$ cat src/stbg_pkg.sv
// Package for the stereo tone generator: register map, field layout, types
package stbg_pkg;

    // ------------------------------------------------------------------
    // Register offsets
    // ------------------------------------------------------------------
    localparam logic [7:0] ADDR_LEFT_CTRL    = 8'h47;
    localparam logic [7:0] ADDR_RIGHT_CTRL   = 8'h48;
    localparam logic [7:0] ADDR_LEN_HIGH     = 8'h49;
    localparam logic [7:0] ADDR_LEN_MID      = 8'h4a;
    localparam logic [7:0] ADDR_LEN_LOW      = 8'h4b;
    localparam logic [7:0] ADDR_SIN_HIGH     = 8'h4c;
    localparam logic [7:0] ADDR_SIN_LOW      = 8'h4d;
    localparam logic [7:0] ADDR_COS_HIGH     = 8'h4e;
    localparam logic [7:0] ADDR_COS_LOW      = 8'h4f;
    localparam logic [7:0] ADDR_STATUS       = 8'h40;

    // ------------------------------------------------------------------
    // Reset values
    // ------------------------------------------------------------------
    localparam logic [7:0] RST_LEFT_CTRL     = 8'h00;
    localparam logic [7:0] RST_RIGHT_CTRL    = 8'h00;
    localparam logic [7:0] RST_LEN_HIGH      = 8'h00;
    localparam logic [7:0] RST_LEN_MID       = 8'h00;
    localparam logic [7:0] RST_LEN_LOW       = 8'hee;
    localparam logic [7:0] RST_SIN_HIGH      = 8'h10;
    localparam logic [7:0] RST_SIN_LOW       = 8'hd8;
    localparam logic [7:0] RST_COS_HIGH      = 8'h7e;
    localparam logic [7:0] RST_COS_LOW       = 8'he3;

    // ------------------------------------------------------------------
    // Field positions and codes
    // ------------------------------------------------------------------
    localparam int         BIT_ENABLE        = 7;
    localparam int         BIT_RESV          = 6;
    localparam int         VOL_W             = 6;
    localparam logic [1:0] CPL_R_TO_L        = 2'h1;
    localparam logic [1:0] CPL_L_TO_R        = 2'h2;
    localparam logic [7:0] VOL_MASK          = 8'h3f;
    localparam logic [7:0] RESV_MASK         = 8'hbf;
    localparam int         GAIN_W            = 16;
    localparam int         LEN_W             = 24;
    localparam int         COEF_W            = 16;
    localparam int         SAMP_W            = 16;
    localparam int         FIFO_DEPTH        = 16;
    localparam logic [15:0] SAMP_ZERO        = 16'h0000;
    localparam logic [23:0] LEN_ZERO         = 24'h000000;

    // Stereo tone sample carried through the FIFO
    typedef struct packed {
        logic [SAMP_W-1:0] left;
        logic [SAMP_W-1:0] right;
    } stbg_sample_t;

    // Oscillator state
    typedef enum logic [1:0] {
        ST_IDLE,
        ST_CALC,
        ST_PUSH
    } stbg_state_t;

endpackage : stbg_pkg

$ cat src/stbg_fifo.sv
// Parameterised synchronous FIFO with valid/ready on both sides
`timescale 1ns/100ps
module stbg_fifo #(
    parameter int WIDTH = 32,
    parameter int DEPTH = 16
) (
    input  wire logic             clk_i,
    input  wire logic             rst_i,
    input  wire logic [WIDTH-1:0] in_data_i,
    input  wire logic             in_valid_i,
    output logic                  in_ready_o,
    output logic      [WIDTH-1:0] out_data_o,
    output logic                  out_valid_o,
    input  wire logic             out_ready_i
);
    localparam int AW = $clog2(DEPTH);

    logic [WIDTH-1:0] mem_r [DEPTH];
    logic [AW-1:0]    wptr_r;
    logic [AW-1:0]    rptr_r;
    logic [AW:0]      cnt_r;
    wire              push = in_valid_i & in_ready_o;
    wire              pop  = out_valid_o & out_ready_i;

    // Honest full and empty from the occupancy count
    assign in_ready_o  = (cnt_r != DEPTH[AW:0]);
    assign out_valid_o = (cnt_r != '0);
    assign out_data_o  = mem_r[rptr_r];

    // ------------------------------------------------------------------
    // Storage and pointers
    // ------------------------------------------------------------------
    always_ff @(posedge clk_i) begin
        if (push) begin
            mem_r[wptr_r] <= in_data_i;
        end
    end

    always_ff @(posedge clk_i or posedge rst_i) begin
        if (rst_i) begin
            wptr_r <= '0;
            rptr_r <= '0;
            cnt_r  <= '0;
        end else begin
            if (push) wptr_r <= wptr_r + 1'b1;
            if (pop)  rptr_r <= rptr_r + 1'b1;
            cnt_r <= cnt_r + {{AW{1'b0}}, push} - {{AW{1'b0}}, pop};
        end
    end

endmodule : stbg_fifo

$ cat src/stbg_top.sv
// Stereo tone generator: registers, recursive sine oscillator, gain, output FIFO
//
// The implementer's own choice: the address-and-strobe port.
`timescale 1ns/100ps
module stbg_top (
    input  wire logic        clk_i,
    input  wire logic        rst_i,
    input  wire logic [7:0]  addr_i,
    input  wire logic [7:0]  wdata_i,
    input  wire logic        wr_i,
    input  wire logic        rd_i,
    output logic      [7:0]  rdata_o,
    input  wire logic        dac_processing_mode_25_i,
    input  wire logic        sample_tick_i,
    output logic      [15:0] tone_left_o,
    output logic      [15:0] tone_right_o,
    output logic             tone_valid_o,
    input  wire logic        tone_ready_i,
    output logic             tone_active_o
);

    // ------------------------------------------------------------------
    // Register file
    // ------------------------------------------------------------------
    logic [7:0]  left_ctrl_r;
    logic [7:0]  right_ctrl_r;
    logic [7:0]  len_high_r;
    logic [7:0]  len_mid_r;
    logic [7:0]  len_low_r;
    logic [7:0]  sin_high_r;
    logic [7:0]  sin_low_r;
    logic [7:0]  cos_high_r;
    logic [7:0]  cos_low_r;
    logic        clear_en;

    // Write decode as named wires
    wire wr_left  = wr_i && (addr_i == stbg_pkg::ADDR_LEFT_CTRL);
    wire wr_right = wr_i && (addr_i == stbg_pkg::ADDR_RIGHT_CTRL);
    wire wr_lenh  = wr_i && (addr_i == stbg_pkg::ADDR_LEN_HIGH);
    wire wr_lenm  = wr_i && (addr_i == stbg_pkg::ADDR_LEN_MID);
    wire wr_lenl  = wr_i && (addr_i == stbg_pkg::ADDR_LEN_LOW);
    wire wr_sinh  = wr_i && (addr_i == stbg_pkg::ADDR_SIN_HIGH);
    wire wr_sinl  = wr_i && (addr_i == stbg_pkg::ADDR_SIN_LOW);
    wire wr_cosh  = wr_i && (addr_i == stbg_pkg::ADDR_COS_HIGH);
    wire wr_cosl  = wr_i && (addr_i == stbg_pkg::ADDR_COS_LOW);

    // Reserved bit kept at its reset value whatever software writes
    wire [7:0] left_wr_val = wdata_i & stbg_pkg::RESV_MASK;

    // Enable: a software write in the same cycle as the end of the tone wins,
    // so a fresh start is never lost to the self-clear.
    logic [7:0] left_nxt;
    always_comb begin
        left_nxt = left_ctrl_r;
        if (clear_en) begin
            left_nxt[stbg_pkg::BIT_ENABLE] = 1'b0;
        end
        if (wr_left) begin
            left_nxt = left_wr_val;
        end
    end

    // Storage for all nine control registers
    always_ff @(posedge clk_i or posedge rst_i) begin
        if (rst_i) begin
            left_ctrl_r  <= stbg_pkg::RST_LEFT_CTRL;
            right_ctrl_r <= stbg_pkg::RST_RIGHT_CTRL;
            len_high_r   <= stbg_pkg::RST_LEN_HIGH;
            len_mid_r    <= stbg_pkg::RST_LEN_MID;
            len_low_r    <= stbg_pkg::RST_LEN_LOW;
            sin_high_r   <= stbg_pkg::RST_SIN_HIGH;
            sin_low_r    <= stbg_pkg::RST_SIN_LOW;
            cos_high_r   <= stbg_pkg::RST_COS_HIGH;
            cos_low_r    <= stbg_pkg::RST_COS_LOW;
        end else begin
            left_ctrl_r <= left_nxt;
            if (wr_right) right_ctrl_r <= wdata_i;
            if (wr_lenh)  len_high_r   <= wdata_i;
            if (wr_lenm)  len_mid_r    <= wdata_i;
            if (wr_lenl)  len_low_r    <= wdata_i;
            if (wr_sinh)  sin_high_r   <= wdata_i;
            if (wr_sinl)  sin_low_r    <= wdata_i;
            if (wr_cosh)  cos_high_r   <= wdata_i;
            if (wr_cosl)  cos_low_r    <= wdata_i;
        end
    end

    // ------------------------------------------------------------------
    // Read port
    // ------------------------------------------------------------------
    logic [7:0] rd_mux;
    logic [7:0] status_val;

    always_comb begin
        case (addr_i)
            stbg_pkg::ADDR_LEFT_CTRL:  rd_mux = left_ctrl_r;
            stbg_pkg::ADDR_RIGHT_CTRL: rd_mux = right_ctrl_r;
            stbg_pkg::ADDR_LEN_HIGH:   rd_mux = len_high_r;
            stbg_pkg::ADDR_LEN_MID:    rd_mux = len_mid_r;
            stbg_pkg::ADDR_LEN_LOW:    rd_mux = len_low_r;
            stbg_pkg::ADDR_SIN_HIGH:   rd_mux = sin_high_r;
            stbg_pkg::ADDR_SIN_LOW:    rd_mux = sin_low_r;
            stbg_pkg::ADDR_COS_HIGH:   rd_mux = cos_high_r;
            stbg_pkg::ADDR_COS_LOW:    rd_mux = cos_low_r;
            stbg_pkg::ADDR_STATUS:     rd_mux = status_val;
            default:                   rd_mux = 8'h00;
        endcase
    end

    // Read data stand only in the cycle after the strobe
    always_ff @(posedge clk_i or posedge rst_i) begin
        if (rst_i) begin
            rdata_o <= 8'h00;
        end else begin
            rdata_o <= rd_i ? rd_mux : 8'h00;
        end
    end

    // ------------------------------------------------------------------
    // Synchronise the pin-level inputs
    // ------------------------------------------------------------------
    logic [1:0] mode_sync_r;
    logic [1:0] tick_sync_r;
    logic       tick_prev_r;
    always_ff @(posedge clk_i or posedge rst_i) begin
        if (rst_i) begin
            mode_sync_r <= 2'h0;
            tick_sync_r <= 2'h0;
            tick_prev_r <= 1'b0;
        end else begin
            mode_sync_r <= {mode_sync_r[0], dac_processing_mode_25_i};
            tick_sync_r <= {tick_sync_r[0], sample_tick_i};
            tick_prev_r <= tick_sync_r[1];
        end
    end
    wire mode_ok   = mode_sync_r[1];
    wire tick_rise = tick_sync_r[1] & ~tick_prev_r;

    // ------------------------------------------------------------------
    // Gain selection
    // ------------------------------------------------------------------
    wire [1:0] couple  = right_ctrl_r[7:6];
    wire [5:0] vol_l   = left_ctrl_r[stbg_pkg::VOL_W-1:0];
    wire [5:0] vol_r   = right_ctrl_r[stbg_pkg::VOL_W-1:0];
    // Right gain to both for 01, left to both for 10, else independent
    wire [5:0] code_l  = (couple == stbg_pkg::CPL_R_TO_L) ? vol_r : vol_l;
    wire [5:0] code_r  = (couple == stbg_pkg::CPL_L_TO_R) ? vol_l : vol_r;

    // Gain in Q1.15 with headroom: 1 dB steps from +2 dB.
    // Six 1 dB fractions and a right shift per 6 dB keep the table small;
    // each shift is a true halving, so the deepest codes sit a fraction of a dB low.
    function automatic logic [15:0] stbg_gain(input logic [5:0] code);
        logic [15:0] mant;
        logic [2:0]  frac;
        logic [3:0]  oct;
        begin
            // code = 6*oct + frac, each 6 dB halves the gain
            oct  = 4'(code / 6'd6);
            frac = 3'(code % 6'd6);
            case (frac)
                3'h0:    mant = 16'h50c3;  // +2 dB at half scale headroom
                3'h1:    mant = 16'h47cf;  // +1 dB
                3'h2:    mant = 16'h4000;  //  0 dB
                3'h3:    mant = 16'h3906;  // -1 dB
                3'h4:    mant = 16'h32f5;  // -2 dB
                3'h5:    mant = 16'h2d6a;  // -3 dB
                default: mant = 16'h0000;
            endcase
            stbg_gain = mant >> oct;
        end
    endfunction : stbg_gain

    wire [15:0] gain_l = stbg_gain(code_l);
    wire [15:0] gain_r = stbg_gain(code_r);

    // ------------------------------------------------------------------
    // Oscillator: y[n] = 2*cos*y[n-1] - y[n-2], seeded with y1 = sin
    // ------------------------------------------------------------------
    wire signed [15:0] sin_c  = {sin_high_r, sin_low_r};
    wire signed [15:0] cos_c  = {cos_high_r, cos_low_r};
    wire [23:0]        length = {len_high_r, len_mid_r, len_low_r};
    wire               enable = left_ctrl_r[stbg_pkg::BIT_ENABLE];

    stbg_pkg::stbg_state_t state_r;
    logic signed [15:0] y1_r;
    logic signed [15:0] y2_r;
    logic [23:0]        remain_r;
    stbg_pkg::stbg_sample_t samp_r;
    logic               push_r;
    logic               fifo_ready;

    // Recursion product: cos is Q1.15, so 2*cos*y needs a shift of 14
    wire signed [31:0] prod    = cos_c * y1_r;
    wire signed [17:0] next_w  = 18'(prod >>> 14) - 18'(y2_r);
    wire signed [15:0] y0      = (next_w > 18'sd32767)  ? 16'sh7fff :
                                 (next_w < -18'sd32768) ? 16'sh8000 : next_w[15:0];
    wire signed [31:0] mul_l   = y0 * $signed({1'b0, gain_l[14:0]});
    wire signed [31:0] mul_r   = y0 * $signed({1'b0, gain_r[14:0]});

    assign clear_en = (state_r == stbg_pkg::ST_PUSH) && fifo_ready &&
                      (remain_r == 24'h000001);

    // ------------------------------------------------------------------
    // Sequencer: one tone sample per DAC sample tick
    // ------------------------------------------------------------------
    always_ff @(posedge clk_i or posedge rst_i) begin
        if (rst_i) begin
            state_r  <= stbg_pkg::ST_IDLE;
            y1_r     <= stbg_pkg::SAMP_ZERO;
            y2_r     <= stbg_pkg::SAMP_ZERO;
            remain_r <= stbg_pkg::LEN_ZERO;
            samp_r   <= '0;
            push_r   <= 1'b0;
        end else begin
            case (state_r)
                stbg_pkg::ST_IDLE: begin
                    push_r <= 1'b0;
                    // Arm: load the count and seed the oscillator
                    if (enable && mode_ok && length != 24'h000000) begin
                        remain_r <= length;
                        y1_r     <= sin_c;
                        y2_r     <= stbg_pkg::SAMP_ZERO;
                        state_r  <= stbg_pkg::ST_CALC;
                    end
                end
                stbg_pkg::ST_CALC: begin
                    if (!enable || !mode_ok) begin
                        state_r <= stbg_pkg::ST_IDLE;
                    end else if (tick_rise) begin
                        samp_r.left  <= mul_l[30:15];
                        samp_r.right <= mul_r[30:15];
                        y2_r         <= y1_r;
                        y1_r         <= y0;
                        push_r       <= 1'b1;
                        state_r      <= stbg_pkg::ST_PUSH;
                    end
                end
                stbg_pkg::ST_PUSH: begin
                    // Hold the sample until the FIFO takes it; a stalled FIFO
                    // must not keep the tone alive once enable or mode drops
                    if (!enable || !mode_ok) begin
                        push_r  <= 1'b0;
                        state_r <= stbg_pkg::ST_IDLE;
                    end else if (fifo_ready) begin
                        push_r   <= 1'b0;
                        remain_r <= remain_r - 24'h000001;
                        state_r  <= (remain_r == 24'h000001) ? stbg_pkg::ST_IDLE
                                                             : stbg_pkg::ST_CALC;
                    end
                end
                default: state_r <= stbg_pkg::ST_IDLE;
            endcase
        end
    end

    assign status_val = {7'h00, state_r != stbg_pkg::ST_IDLE};

    // ------------------------------------------------------------------
    // Output FIFO towards the playback path
    // ------------------------------------------------------------------
    stbg_pkg::stbg_sample_t fifo_out;
    logic                   fifo_valid;
    stbg_fifo #(
        .WIDTH (2 * stbg_pkg::SAMP_W),
        .DEPTH (stbg_pkg::FIFO_DEPTH)
    ) u_fifo (
        .clk_i       (clk_i),
        .rst_i       (rst_i),
        .in_data_i   (samp_r),
        .in_valid_i  (push_r),
        .in_ready_o  (fifo_ready),
        .out_data_o  (fifo_out),
        .out_valid_o (fifo_valid),
        .out_ready_i (tone_ready_i & ~tone_valid_o)
    );

    // Registered output stage; one word held until taken
    always_ff @(posedge clk_i or posedge rst_i) begin
        if (rst_i) begin
            tone_left_o   <= stbg_pkg::SAMP_ZERO;
            tone_right_o  <= stbg_pkg::SAMP_ZERO;
            tone_valid_o  <= 1'b0;
            tone_active_o <= 1'b0;
        end else begin
            tone_active_o <= (state_r != stbg_pkg::ST_IDLE);
            if (tone_valid_o && tone_ready_i) begin
                tone_valid_o <= 1'b0;
            end else if (!tone_valid_o && fifo_valid && tone_ready_i) begin
                tone_left_o  <= fifo_out.left;
                tone_right_o <= fifo_out.right;
                tone_valid_o <= 1'b1;
            end
        end
    end

endmodule : stbg_top

$ cat config.mk
export PLATFORM = sky130hd
export DESIGN_NAME = stbg_top
export DESIGN_NICKNAME = d
export VERILOG_FILES = /design/src/stbg_pkg.sv /design/src/stbg_fifo.sv /design/src/stbg_top.sv
export SDC_FILE = /design/constraint.sdc
export NUM_CORES = 2
export LEC_CHECK = 0
export BUFFER_PORTS_ARGS = -buffer_cell sky130_fd_sc_hd__buf_2
export CAP_MARGIN = 10
export CORE_ASPECT_RATIO = 1.75
export CORE_MARGIN = 8
export CORE_UTILIZATION = 70
export CTS_CLUSTER_SIZE = 16
export DETAILED_ROUTE_END_ITERATION = 10
export PLACE_DENSITY_LB_ADDON = 0.25
export SYNTH_ARGS = -nofsm -noshare
export SYNTH_HDL_FRONTEND = slang
export SYNTH_SLANG_ARGS = --single-unit
$ cat constraint.sdc
create_clock -name clk_i -period 28.8 [get_ports clk_i]
set_input_delay 4.32 -clock clk_i [delete_from_list [all_inputs] [get_ports clk_i]]
set_output_delay 4.32 -clock clk_i [all_outputs]
set_load 0.005 [all_outputs]
After elaboration in Yosys (flattened, before gate mapping)
Memory sizes are Yosys's and may differ from the RTL's. A register that Yosys moved wholly into a read port is not among the register bits.
Index checks and enable logic that the tools add are counted.

word-level totals
  flip-flop bits (word level) = 190
  memory bits (writable) = 512
  input bits = 23
  output and inout port bits = 42
  logic and storage cells = 160
  memories kept = 1

memories
  memory        words  width  rd ports  clocked after memory_dff  write ports  line             source
  u_fifo.mem_r  16     32     1         1                         1            stbg_fifo.sv:18  logic [WIDTH-1:0] mem_r [DEPTH];

operators by class
  add/sub/neg operators = 6
  $mul = 3
  divide/modulo/power cells = 4
  order comparisons = 2
  equal/unequal tests = 33
  shifts and indexed selects = 2
  multiplexer cells = 38
  bitwise logic cells = 8
  reductions and logical operators = 37

operators by type and width
  kind                     number
  $pmux W15 S6             2
  $mux W16                 8
  $eq A8 B7 Y1 const B     10
  $pmux W8 S10             1
  $mux W24                 3
  $pmux W16 S2             2
  $mul A16 B16 Y31         2
  $pmux W24 S2             1
  $mul A16 B16 Y32         1
  $shr A16 B4 Y15          2
  $eq A24 B1 Y1 const B    1
  $reduce_bool A24 Y1      1
  $sub A24 B1 Y24 const B  1
  $gt A18 B16 Y1 const B   1
  $lt A18 B16 Y1 const B   1
  $sub A18 B16 Y18         1
  $logic_and A1 B1 Y1      16
  $mux W8                  2
  $div A6 B3 Y6 const B    2
  $eq A3 B2 Y1 const B     4
  $eq A3 B3 Y1 const B     4
  $mod A6 B3 Y6 const B    2
  $mux W6                  2
  $reduce_and A4 Y1        3
  other kinds (25)         60

Longest topological paths before layout
  depth in word-level cells = 8
  depth in mapped cells = 68
  depth with buffers taken out = 65

By module
From an unflattened synthesis, not the netlist that was laid out.

unflattened totals
  cells, all modules = 5495
  area total of the unflattened synthesis = 60365.4 µm²

by module, submodules not included
  module     times used  cells each  area an instance (µm²)  sequential area each (µm²)
  stbg_top   1           4486        39958.3                 5257.5
  stbg_fifo  1           1009        20407.1                 15700.1

Worst setup path before layout
OpenSTA, ideal clock, no wires.

  kind = flip-flop to flip-flop
  from = reg cos_high_r[7]
  to = reg samp_r[15] in the netlist's numbering
  library setup time = 0.082 ns
  arrival = 15.198 ns
  data required time = 28.718 ns
  setup slack = 13.520 ns
  stages on the path, launching flop included = 59
  path buffers = 3
  period minus slack after synthesis = 15.280 ns
  path through = dfrtp_1 clkbuf_1 and2_1 fa_1 inv_1 fa_1 inv_1 fa_1 fa_1 fa_1 inv_1 fa_1 inv_1 ha_1 a21oi_1 o21ai_0 a32o_1 o21ai_0 [... 23 more ...] fa_1 inv_1 fa_1 inv_1 ha_1 a21o_1 a21o_1 a21o_1 and2_1 nor2_1 nor2_1 o21a_1 o21ai_0 nand2b_1 a2111oi_4 nor4b_2 or3_1 a31oi_1

on the way
  word-level cells in the longest chain between the ends = 6
  elaborated cells between the ends (all ways) = 7
  those cells by class = add/sub (1); mul (2); order compare (2); mux (2)

ends and longest elaborated chain
  what                      line             source
  start: declaration        stbg_top.sv:32   logic [7:0] cos_high_r;
  start signal: assignment  stbg_top.sv:73   cos_high_r <= stbg_pkg::RST_COS_HIGH;
  start signal: assignment  stbg_top.sv:83   if (wr_cosh) cos_high_r <= wdata_i;
  $mul A16 B16 Y32 *        stbg_top.sv:193  wire signed [31:0] prod = cos_c * y1_r;
  $sub A18 B16 Y18 *        stbg_top.sv:194  wire signed [17:0] next_w = 18'(prod >>> 14) - 18'(y2_r);
  $lt A18 B16 Y1            stbg_top.sv:196  (next_w < -18'sd32768) ? 16'sh8000 : next_w[15:0];
  $mux W16                  stbg_top.sv:196
  $mux W16 *                stbg_top.sv:195  wire signed [15:0] y0 = (next_w > 18'sd32767) ? 16'sh7fff :
  $mul A16 B16 Y31 *        stbg_top.sv:198  wire signed [31:0] mul_r = y0 * $signed({1'b0, gain_r[14:0]});
  end: declaration          stbg_top.sv:188  stbg_pkg::stbg_sample_t samp_r;

Every way passes the cells marked *; elsewhere a longest branch is shown, timed or not.
A chain may end at the register's enable or synchronous reset.

Worst setup path after layout
  from = reg y1_r[3]
  to = reg samp_r[15] in the netlist's numbering

on the way
  word-level cells in the longest chain between the ends = 6
  elaborated cells between the ends (all ways) = 7
  those cells by class = add/sub (1); mul (2); order compare (2); mux (2)

ends and longest elaborated chain
  what                      line             source
  start: declaration        stbg_top.sv:185  logic signed [15:0] y1_r;
  start signal: assignment  stbg_top.sv:209  y1_r <= stbg_pkg::SAMP_ZERO;
  start signal: assignment  stbg_top.sv:221  y1_r <= sin_c;
  start signal: assignment  stbg_top.sv:233  y1_r <= y0;
  $mul A16 B16 Y32 *        stbg_top.sv:193
  $sub A18 B16 Y18 *        stbg_top.sv:194
  $lt A18 B16 Y1            stbg_top.sv:196
  $mux W16                  stbg_top.sv:196
  $mux W16 *                stbg_top.sv:195
  $mul A16 B16 Y31 *        stbg_top.sv:198

Marked as above.

==> out/metrics.yaml <==
status: "finished clean"
fin_skew_ns: 0.03241
drt-total-wl_um: 162400
ys_ff_latch: 734
synthSimpleGateAreaFrac_pct: 9.794
max_freq_mhz: 57.04
pre_cts_ws_ns: 11.71
design.die.area_sq_mm: 0.09498
wl_per_cell_um: 25.68
synth.yosys.seq_area_share_pct: 35.21
grt.overflow.total: 0
start_util_pct: 70.58
numCtsBuffers: 66
critPathLaunchType: "flip-flop"
grt_max_degree: 91
drive_gt1_share_pct: 11.97
gpl.final_weighted_congestion: 0.9671
root_buffer: "clkbuf_16"
cp.required_ns: 29.37
synth_area_leader_cell: "edfxtp_1"
fin_ws_ns: 11.27
fp.dieH_um: 401.7
tritoncts: "built"
holdBufCountCts: 0
netlist-cell-type-count: 103
clock-sinks: 734
fillCellCount: 5302
crit_top_cell: "fa_1"
hp-class: "flip-flop to flip-flop"
die_w_um: 236.4
arrival_ns: 18.10
synth_nets: 6240
holdWs_ns: 0.3557
drt-initial-drc-count: 3598
synthXorXnorAreaFrac_pct: 1.566
end_kind: "flip-flop"
finalMaxSlewViolations: 0
finalHoldViolCount: 0
drc: 0
dpl.hpwl_um: 113000
layout.nets: 6229
antenna_found_initial: 1
synthAdderAreaFrac_pct: 30.52
synthMuxAreaShare_pct: 8.808
critPathMaxFanout: 28
clk_pin_slew_ns: 0.07
fin_util_pct: 74.97
tns_ns: 0
io_pins: 65
cts.repair.resized: 0
syn_to_final_growth_pct: 6.216
num_rows: 141
dr_total_vias: 40580
yosysMostFrequentCell: "inv_1"
grt_pass1_vias: 44560
finalCritPeriodShare_pct: 60.88
firstDrtPassIters: 6
rsz0062_at_grt: "false"
synth_top_family_by_area: "adder cells"
port_buffers: 64
cts.htree.levels: 3
avgViaCountPerCell: 6.416
synth_top_cell_area_share_pct: 25.83
cpPeakStageDelay_ns: 0.88
maxCapViolCount: 0
synth_compound_area_share_pct: 6.612
grt_pass1_wl_um: 253000
core-area_sq_mm: 0.08433
cts_setup_buffers: 0
setup_viol: 0
syn_area_per_cell_sq_um: 11.42
critPathKind: "flip-flop to flip-flop"
synthArstFlopShare_pct: 30.25
synth_edf_count: 512
max_slew_margin_pct: 10.98
clock_path_buffers: 3
tightest_slew_ns: 1.329
ys_top_cells_by_count: "inv_1, fa_1, edfxtp_1"
synth_ff_type: "edfxtp_1"
ant_nets: 0
diodes: 0
synth_cells: 5211
slowest_stage: "nor2_2"
fin_crit_ns: 17.53
synth_area_leaders: "edfxtp_1, fa_1, dfrtp_1"
grt_usage_pct: 35.06
insertion_delay_ns: 0.66
yosys_warnings: 0
netlist_area_sq_mm: 0.05952
[layout make-up]
class                   instances  area (sq um)  share of cell area (%)
clock buffers                  89          1839                   2.909
clock inverters                32         281.5                  0.4453
inverters                     957          3600                   5.694
multi-input cells            3299         34280                   54.23
flip-flops and latches        734         20970                   33.17
well taps                    1072          1341                   2.122
repair buffers                142         905.9                   1.433
[path summary, 6_finish.rpt]
path / startpoint / endpoint / slack, ns / cells after the start
worst max register to register: y1_r[3]$_DFFE_PP0P_ / samp_r[15]$_DFFE_PP0P_ / 11.27 / 56
worst min-delay path: mode_sync_r[0]$_DFF_PP0_ / mode_sync_r[1]$_DFF_PP0_ / 0.36 / 0
min in group asynchronous: rst_i / u_fifo.rptr_r[1]$_DFFE_PP0P_ / 3.82 / 2
worst min register to register: mode_sync_r[0]$_DFF_PP0_ / mode_sync_r[1]$_DFF_PP0_ / 0.36 / 0
worst max-delay path: y1_r[3]$_DFFE_PP0P_ / samp_r[15]$_DFFE_PP0P_ / 11.27 / 56
max in group asynchronous: rst_i / right_ctrl_r[2]$_DFFE_PP0P_ / 22.74 / 4
[worst max-delay path, delay by kind of cell (launching register included)]
| family | cells | cell delay, ns |
|---|---|---|
| fa+ha+maj | 15 | 7.58 |
| simple gates | 17 | 4.43 |
| compound gates | 14 | 3.51 |
| buf+inv | 8 | 0.70 |
| flops | 1 | 0.61 |
| xor+xnor | 2 | 0.60 |
[placed cells by master, fill, tap and decap left out, types with 12 or more instances in the layout]
cell type / netlist / layout
and3_1: 13 / 13
a22oi_1: 19 / 19
nand2b_1: 48 / 48
buf_4: 4 / 78
mux2_2: 109 / 109
buf_2: 9 / 64
o21ai_0: 160 / 160
o22ai_1: 15 / 14
xnor2_1: 76 / 75
ha_1: 263 / 263
dfrtp_1: 200 / 196
a21oi_1: 165 / 159
nand3_1: 46 / 46
o211ai_1: 18 / 18
or2_2: 12 / 12
nor2_1: 397 / 384
clkinv_2: 0 / 13
and2_1: 140 / 140
nor2b_1: 24 / 24
nand4_1: 19 / 19
xor2_1: 26 / 26
a211oi_1: 19 / 19
a21o_1: 54 / 54
a31oi_1: 20 / 20
nand2_1: 497 / 497
nor2_4: 1 / 13
o21a_1: 21 / 21
edfxtp_1: 512 / 512
clkbuf_16: 0 / 67
mux4_2: 171 / 171
dfstp_2: 22 / 22
nor3_1: 46 / 40
clkbuf_1: 188 / 14
inv_1: 956 / 955
fa_1: 743 / 743
[cell families after synthesis]
family	Yosys count
multiplexers	294
AND/OR/NAND/NOR	1296
flip-flops	734
AO/OA/AOI/OAI	599
adder cells (fa/ha/maj)	1006
buffers and inverters	1178
XOR/XNOR	104
[through the flow]
step	instances	area [sq um]
finish	6325	63220
global route	6325	63220
CTS	6325	63220
detailed placement	6204	61100
global placement	6204	61100
floorplan	5211	59520
[flip-flops by register name (all words and copies together) (netlist names), 16 cells and up]
register	count
u_fifo.mem_r	512
samp_r	32
remain_r	24
tone_left_o	16
tone_right_o	16
y1_r	16
y2_r	16
[layer usage]
layer  global-route usage (%)  share of wire (%)  vias to the layer above
li1                         -                  -                    17050
met1                    37.72                 32                    20350
met2                    61.58                 51                     2339
met3                    5.202                7.4                      837
met4                    27.34                9.4                        2
met5                        0             0.0080                        -
Power is not shown: default switching activity piles up to over one toggle a cycle in this logic, so the estimate is an artifact.
